--- src/include/hssc_pkg.sv ---
// hssc_pkg: constants and types for the high-side switch control block
// assumes one 20 MHz clock and a plain register port with 4-bit addresses
package hssc_pkg;
    // register addresses
    localparam logic [3:0] ADDR_MODE_CTRL = 4'h0;
    localparam logic [3:0] ADDR_SW_CTRL = 4'h6;
    localparam logic [3:0] ADDR_SW_STATUS = 4'h7;
    localparam logic [3:0] ADDR_IRQ_MASK = 4'h8;
    localparam logic [3:0] ADDR_IRQ_STATUS = 4'h9;
    localparam logic [3:0] ADDR_IRQ_SOURCE = 4'ha;
    // switch control field positions
    localparam int SW1_EN_BIT = 0;
    localparam int SW2_EN_BIT = 1;
    localparam int SW1_PWM_BIT = 2;
    localparam int SW2_PWM_BIT = 3;
    // mode control field position
    localparam int OV_SHDN_EN_BIT = 3;
    // switch status field positions
    localparam int SW1_CL_BIT = 0;
    localparam int SW1_OL_BIT = 1;
    localparam int SW2_CL_BIT = 2;
    localparam int SW2_OL_BIT = 3;
    // interrupt status / mask bits
    localparam int IRQ_OT_BIT = 0;
    localparam int IRQ_OV_BIT = 1;
    // interrupt source codes
    localparam logic [3:0] SRC_NONE = 4'h0;
    localparam logic [3:0] SRC_SWITCH = 4'h2;
    localparam logic [3:0] SRC_SUPPLY = 4'h5;
    // reset values
    localparam logic [3:0] SW_CTRL_RST = 4'h0;
    localparam logic [3:0] MODE_CTRL_RST = 4'h0;
    localparam logic [1:0] IRQ_MASK_RST = 2'h0;
    // operating modes of the surrounding device
    typedef enum logic [3:0]
    {
        HSSC_MODE_NORMAL = 4'b0001,
        HSSC_MODE_NORMAL_REQ = 4'b0010,
        HSSC_MODE_STOP = 4'b0100,
        HSSC_MODE_SLEEP = 4'b1000
    } hssc_mode_e;
    // analog sense inputs per switch
    typedef struct packed
    {
        logic openLoad;
        logic currentLimit;
    } hssc_sense_s;
    // protection state
    typedef enum logic [2:0]
    {
        HSSC_PROT_RUN = 3'b001,
        HSSC_PROT_OFF = 3'b010,
        HSSC_PROT_ARMED = 3'b100
    } hssc_prot_e;
endpackage

--- src/core/hssc_core.sv ---
// hssc_core: control, protection and fault reporting for two high-side switches
// assumes analog sense and supply/temperature comparators arrive asynchronously
`timescale 1ns/1ps

////////////////////////////////////////////////////////////////////////////////
// Summary of operation
// - each switch turns on from its own enable bit in switch control.
// - enable plus pwm gate makes the switch follow the pwm input pin.
// - open-load flags per switch at status bits 1 and 3.
// - current-limit flags per switch at status bits 0 and 2.
// - overtemperature turns both off, latches event, source code 0010.
// - thermal shutdown sets all four status flags together.
// - interrupt output drives low for overtemperature only when mask bit set.
// - masked source keeps interrupt high and does not set source flags.
// - after overtemperature, off until condition gone then control written.
// - with overvoltage shutdown enabled, overvoltage turns both switches off.
// - re-enable after overvoltage only by control write once condition gone.
// - interrupts only in normal, normal request or stop mode.
// - switches may stay enabled during sleep and stop modes.
// - switch control at address 6: pwm gates bits 3,2, enables bits 1,0.
// - mode control at address 0 holds overvoltage shutdown enable in bit 3.
module hssc_core
    import hssc_pkg::*;
(
    // clock and reset
    input wire logic clk,
    input wire logic rstn,
    // register port
    input wire logic [3:0] regAddr,
    input wire logic [7:0] regWrData,
    input wire logic regWrite,
    input wire logic regRead,
    output logic [7:0] regRdData,
    // pins and comparators
    input wire logic pwmInputPin,
    input wire logic overTemp,
    input wire logic overVoltage,
    input wire hssc_sense_s sense1,
    input wire hssc_sense_s sense2,
    input wire hssc_mode_e opMode,
    // outputs
    output logic switchOneOn,
    output logic switchTwoOn,
    output logic irqN
);

    ////////////////////////////////////////////////////////////////////////////
    // state
    typedef struct packed
    {
        logic [7:0] sync1;
        logic [7:0] sync2;
        logic [3:0] swCtrl;
        logic [3:0] modeCtrl;
        logic [1:0] irqMask;
        logic [1:0] irqStat;
        logic [3:0] swStatus;
        hssc_prot_e prot;
        logic [7:0] rdData;
        logic sw1On;
        logic sw2On;
        logic irqN;
    } hssc_state_s;

    hssc_state_s state_q;
    hssc_state_s state_d;

    // synchronised view: {pwm, ot, ov, ol1, cl1, ol2, cl2, spare}
    logic pwmS;
    logic otS;
    logic ovS;
    logic ol1S;
    logic cl1S;
    logic ol2S;
    logic cl2S;
    assign pwmS = state_q.sync2[7];
    assign otS = state_q.sync2[6];
    assign ovS = state_q.sync2[5];
    assign ol1S = state_q.sync2[4];
    assign cl1S = state_q.sync2[3];
    assign ol2S = state_q.sync2[2];
    assign cl2S = state_q.sync2[1];

    // switch drive from enable and pwm gate
    function automatic logic switchDrive(input logic en, input logic gate, input logic pwm);
        switchDrive = en & (~gate | pwm);
    endfunction

    ////////////////////////////////////////////////////////////////////////////
    // next-state logic
    always_comb
    begin
        logic ctrlWr;
        logic shutdownNow;
        logic irqAllowed;
        logic [1:0] events;
        logic [3:0] src;
        ctrlWr = 1'b0;
        shutdownNow = 1'b0;
        irqAllowed = 1'b0;
        events = 2'h0;
        src = SRC_NONE;
        state_d = state_q;

        // two-stage synchroniser for the pwm pin, comparator and sense levels; opMode is used directly
        state_d.sync1 = {pwmInputPin, overTemp, overVoltage, sense1.openLoad,
                         sense1.currentLimit, sense2.openLoad, sense2.currentLimit, 1'b0};
        state_d.sync2 = state_q.sync1;

        // register writes
        ctrlWr = regWrite && (regAddr == ADDR_SW_CTRL);
        if (ctrlWr)
        begin
            state_d.swCtrl = regWrData[3:0];
        end
        if (regWrite && (regAddr == ADDR_MODE_CTRL))
        begin
            state_d.modeCtrl = {regWrData[OV_SHDN_EN_BIT], 3'h0};
        end
        if (regWrite && (regAddr == ADDR_IRQ_MASK))
        begin
            state_d.irqMask = regWrData[1:0];
        end

        // protection: off on fault, armed once faults gone, run on control write
        shutdownNow = otS | (ovS & state_q.modeCtrl[OV_SHDN_EN_BIT]);
        case (state_q.prot)
            HSSC_PROT_RUN:
            begin
                if (shutdownNow)
                begin
                    state_d.prot = HSSC_PROT_OFF;
                end
            end
            HSSC_PROT_OFF:
            begin
                if (!otS && !ovS)
                begin
                    state_d.prot = HSSC_PROT_ARMED;
                end
            end
            HSSC_PROT_ARMED:
            begin
                if (shutdownNow)
                begin
                    state_d.prot = HSSC_PROT_OFF;
                end
                else if (ctrlWr)
                begin
                    state_d.prot = HSSC_PROT_RUN;
                end
            end
            default:
            begin
                state_d.prot = HSSC_PROT_OFF;
            end
        endcase

        // switch outputs; no mode gating so sleep/stop keep them on
        if (state_q.prot == HSSC_PROT_RUN && !shutdownNow)
        begin
            state_d.sw1On = switchDrive(state_q.swCtrl[SW1_EN_BIT],
                                        state_q.swCtrl[SW1_PWM_BIT], pwmS);
            state_d.sw2On = switchDrive(state_q.swCtrl[SW2_EN_BIT],
                                        state_q.swCtrl[SW2_PWM_BIT], pwmS);
        end
        else
        begin
            state_d.sw1On = 1'b0;
            state_d.sw2On = 1'b0;
        end

        // status flags follow sense, all set while thermally shut down
        if (otS || (state_q.prot != HSSC_PROT_RUN && state_q.irqStat[IRQ_OT_BIT]))
        begin
            state_d.swStatus = 4'hf;
        end
        else
        begin
            state_d.swStatus[SW1_OL_BIT] = ol1S;
            state_d.swStatus[SW2_OL_BIT] = ol2S;
            state_d.swStatus[SW1_CL_BIT] = cl1S;
            state_d.swStatus[SW2_CL_BIT] = cl2S;
        end

        // sticky events, masked ones never set; set wins over clear
        irqAllowed = (opMode == HSSC_MODE_NORMAL) || (opMode == HSSC_MODE_NORMAL_REQ)
                     || (opMode == HSSC_MODE_STOP);
        events[IRQ_OT_BIT] = otS && (state_q.prot == HSSC_PROT_RUN);
        events[IRQ_OV_BIT] = ovS && state_q.modeCtrl[OV_SHDN_EN_BIT]
                             && (state_q.prot == HSSC_PROT_RUN);
        events = events & state_q.irqMask & {2{irqAllowed}};
        if (regWrite && (regAddr == ADDR_IRQ_STATUS))
        begin
            state_d.irqStat = state_q.irqStat & ~regWrData[1:0];
        end
        state_d.irqStat = state_d.irqStat | events;

        // interrupt output low while an unmasked event is pending
        state_d.irqN = ~(|(state_d.irqStat & state_d.irqMask));

        // source code, switch event has priority
        if (state_q.irqStat[IRQ_OT_BIT])
        begin
            src = SRC_SWITCH;
        end
        else if (state_q.irqStat[IRQ_OV_BIT])
        begin
            src = SRC_SUPPLY;
        end

        // read data, one cycle after the strobe, zero otherwise
        state_d.rdData = 8'h00;
        if (regRead)
        begin
            case (regAddr)
                ADDR_MODE_CTRL: state_d.rdData = {4'h0, state_q.modeCtrl};
                ADDR_SW_CTRL: state_d.rdData = {4'h0, state_q.swCtrl};
                ADDR_SW_STATUS: state_d.rdData = {4'h0, state_q.swStatus};
                ADDR_IRQ_MASK: state_d.rdData = {6'h00, state_q.irqMask};
                ADDR_IRQ_STATUS: state_d.rdData = {6'h00, state_q.irqStat};
                ADDR_IRQ_SOURCE: state_d.rdData = {4'h0, src};
                default: state_d.rdData = 8'h00;
            endcase
        end
    end

    ////////////////////////////////////////////////////////////////////////////
    // state register
    always_ff @(posedge clk or negedge rstn)
    begin
        if (!rstn)
        begin
            state_q <= '{sync1: 8'h00, sync2: 8'h00, swCtrl: SW_CTRL_RST,
                         modeCtrl: MODE_CTRL_RST, irqMask: IRQ_MASK_RST, irqStat: 2'h0,
                         swStatus: 4'h0, prot: HSSC_PROT_RUN, rdData: 8'h00,
                         sw1On: 1'b0, sw2On: 1'b0, irqN: 1'b1};
        end
        else
        begin
            state_q <= state_d;
        end
    end

    // outputs straight from flip-flops
    assign regRdData = state_q.rdData;
    assign switchOneOn = state_q.sw1On;
    assign switchTwoOn = state_q.sw2On;
    assign irqN = state_q.irqN;

endmodule // hssc_core

--- config.mk ---
export PLATFORM = sky130hd
export DESIGN_NAME = hssc_core
export DESIGN_NICKNAME = d
export VERILOG_FILES = /design/src/include/hssc_pkg.sv /design/src/core/hssc_core.sv
export SDC_FILE = /design/constraint.sdc
export NUM_CORES = 1
export LEC_CHECK = 0
export BUFFER_PORTS_ARGS = -buffer_cell sky130_fd_sc_hd__clkbuf_2
export CELL_PAD_IN_SITES_DETAIL_PLACEMENT = 0
export CELL_PAD_IN_SITES_GLOBAL_PLACEMENT = 1
export CORE_ASPECT_RATIO = 0.8
export CORE_UTILIZATION = 37
export DETAILED_ROUTE_END_ITERATION = 8
export PLACE_DENSITY = 0.85
export RECOVER_POWER = 25
export SYNTH_ARGS = -nofsm -noshare
export SYNTH_HDL_FRONTEND = slang
export SYNTH_SLANG_ARGS = --single-unit
--- constraint.sdc ---
create_clock -name clk -period 1.2 [get_ports clk]
set_input_delay 0.06 -clock clk [delete_from_list [all_inputs] [get_ports clk]]
set_output_delay 0.06 -clock clk [all_outputs]
set_load 0.005 [all_outputs]
==> results.sh <==
export IMPL_vias=1160
export IMPL_finalSetupViolCount=5
export IMPL_ys_warn_count=0
export IMPL_htree_levels=2
export IMPL_cts_buffers=5
export IMPL_n_antenna_cell=0
export IMPL_cp_slowest_cell="dfstp_2"
export IMPL_grtUsageTotal_pct=15.65
export IMPL_ant_nets=0
export IMPL_start_kind="flop"
export IMPL_hp_class="input pin to flop"
export IMPL_nets=210
export IMPL_cts_tree="done"
export IMPL_drt_wl_total_um=3090
export IMPL_worst_slew_pin_slew_ps=766.2
export IMPL_grt_pass1_vias=1110
export IMPL_endpoint_kind="flop"
export IMPL_clk_pin_slew_ps=70
export IMPL_fin_total_pwr_mw=2.585
export IMPL_clk_latency_ps=290
export IMPL_coreArea_um2=3954
export IMPL_overflow=0
export IMPL_fmax_mhz=777.2
export IMPL_grt_antenna_before_repair=0
export IMPL_cts_sinks=37
export IMPL_grt_max_degree=38
export IMPL_syn_avg_cell_area_um2=12.16
export IMPL_synthArstFlopShare_pct=100.0
export IMPL_wl_per_cell_um=12.98
export IMPL_cts_buffer_depth=2
export IMPL_dieArea_um2=4573
export IMPL_power_density_nw_per_um2=1235
export IMPL_die_width_um=75.36
export IMPL_critical_path_class="flop to flop"
export IMPL_skew_ps=10.36
export IMPL_cts_root_buf="clkbuf_8"
export IMPL_synthToLayoutAreaGrowth_pct=31.42
export IMPL_slew_headroom_pct=48.92
export IMPL_place_gp_congestion=0.7953
export IMPL_yosys_top_cells_area="dfrtp_1 55%, buf_4 3.8%, mux2_2 3.5%"
export IMPL_hpwl_um=2166
export IMPL_cp_cell_sequence="and2b_2, nand2b_1, a21oi_2, buf_6, nand2b_1"
export IMPL_drt_iter0_drc=23
export IMPL_fin_ws_ps=-86.65
export IMPL_fin_cells=238
export IMPL_finalCritPeriodShare_pct=107.2
export IMPL_period_needed_ps=1287
export IMPL_rsz0062_at_grt="yes"
export IMPL_ys_seq_area_share_pct=58.29
export IMPL_drive_gt1_share_pct=42.62
export IMPL_syn_inst=131
export IMPL_dr_pass1_iters=5
export IMPL_cp_max_fo=4
export IMPL_slew_violations=0
export IMPL_ys_flop_type="dfrtp_1"
export IMPL_hold_violations=0
export IMPL_synth_edf_count=0
export IMPL_yosysMostFrequentCell="dfrtp_1"
export IMPL_synthTopCellsByCount="35 x dfrtp_1, 9 x nor2_1, 8 x buf_4, 8 x o21ai_0"
export IMPL_ff_latch_area_um2=928.4
export IMPL_via_per_inst=4.874
export IMPL_synth_top_area_share_pct=54.99
export IMPL_fillCellCount=365
export IMPL_slowest_delay_ps=530
export IMPL_final_util_pct=52.94
export IMPL_p_leak_nw=0.9670
export IMPL_crit_top_cell="nand2b_1"
export IMPL_drc=0
export IMPL_multi_input_area_um2=650.6
export IMPL_final_setup_tns_ps=-366.5
export IMPL_synth_area_um2=1593
export IMPL_io_buffers=29
export IMPL_synth_distinct_cells=41
export IMPL_initial_utilization_pct=40.28
export IMPL_critPathArrivalTime_ps=1460
export IMPL_outcome="finished, violations left"
export IMPL_die_y_um=60.69
export IMPL_violations="setup timing"
export IMPL_maxCapViolations=0
export IMPL_dp_slack_ps=-86.91
export IMPL_worstPathRequired_ps=1370
export IMPL_ys_ff_latch=37
export IMPL_rows=20
export IMPL_synth_top_cell_by_area="dfrtp_1"
export IMPL_ioPinCount=38
export IMPL_dpl_cell_count=222
export IMPL_grt_pass1_wl_um=5043
export IMPL_peakVddDrop_uv=716.4
==> power breakdown <==
group	switching (mW)	leakage, nW	total, mW	internal (mW)
registers	0.0576	0.445	1.40	1.34
clock network	0.412	0.0412	0.813	0.401
logic	0.185	0.481	0.374	0.189
==> critical path: cells and delay by family, from the launching register on <==
family	cells	cell delay (ps)
flops	1	530
compound gates	1	150
simple gates	3	330
buf+inv	1	140
==> worst paths after layout <==
check	from	end	slack, ps	cells past startpoint
max	state_q[11]	state_q[15]	-90	5
min	regWrData[3]	state_q[29]	2	3
max reg2reg	state_q[11]	state_q[15]	-90	5
min reg2reg	state_d[34]	ol1S	350	0
max in group asynchronous	rstn	regRdData[1]	240	3
min in group asynchronous	rstn	state_q[19]	460	3
==> flip-flops by register name, summed over array words and instances, names as in the netlist <==
name,cells
cl1S,1
cl2S,1
irqN,1
ol1S,1
ol2S,1
otS,1
ovS,1
pwmS,1
regRdData,4
state_d,7
state_q,16
switchOneOn,1
switchTwoOn,1
==> area by class of cell <==
type | instances | area share (%)
clock buffers | 6 | 3.467
well taps | 55 | 3.288
repair buffers | 53 | 16.68
multi-input cells | 82 | 31.08
clock inverters | 1 | 0.4184
flip-flops and latches | 37 | 44.35
inverters | 4 | 0.7173
==> layout by cell type, fill, tap and decap left out, types with 4 or more instances in the layout <==
master and count:
buf_4 13, nand3_1 4, nand2b_1 4, dlygate4sd3_1 9, o21ai_0 7, clkbuf_2 29
inv_1 4, mux2_2 5, nand2_1 6, a21oi_1 5, nor2_1 7, clkbuf_8 5
dfrtp_1 35, conb_1 4
==> through the flow <==
| stage | hold slack [ps] | cell area, um^2 |
|---|---|---|
| after detailed placement | 123.6 | 1862 |
| after global routing | 8.103 | 2093 |
| after global placement | 116.1 | 1862 |
| after CTS | 14.20 | 2042 |
| after floorplan | -235.6 | 1623 |
| final | 1.690 | 2093 |
==> kinds of logic (layout without fill, tap and decap cells) <==
group | Yosys count | in the layout | share of synthesized area [%]
AOI/OAI and AO/OA | 27 | 27 | 11.47
xor gates and xnor gates | 1 | 1 | 0.5500
buffers and inverters | 15 | 64 | 6.441
DFF | 37 | 37 | 58.29
muxes | 9 | 9 | 6.362
other | 1 | 4 | 0.2354
and+or+nand+nor | 41 | 41 | 16.65
==> layer usage <==
metal / track usage [%] / wire [um] / vias up
met5: 0 / 0 / -
met2: 22.32 / 1320 / 40
met3: 4.983 / 203 / 7
li1: - / - / 551
met4: 10.05 / 63 / 0
met1: 20.73 / 1502 / 562
==> timing repair <==
item / CTS / global route
endpoints found under the setup margin: 10 / 13
endpoints found under the hold margin: 43 / 0
hold buffers: 9 / 0
pin swaps: 1 / 5
setup buffers: 0 / 0
resized for setup: 2 / 11
gates cloned: 0 / 0
Note: power is estimated with default switching activity, not from simulation.
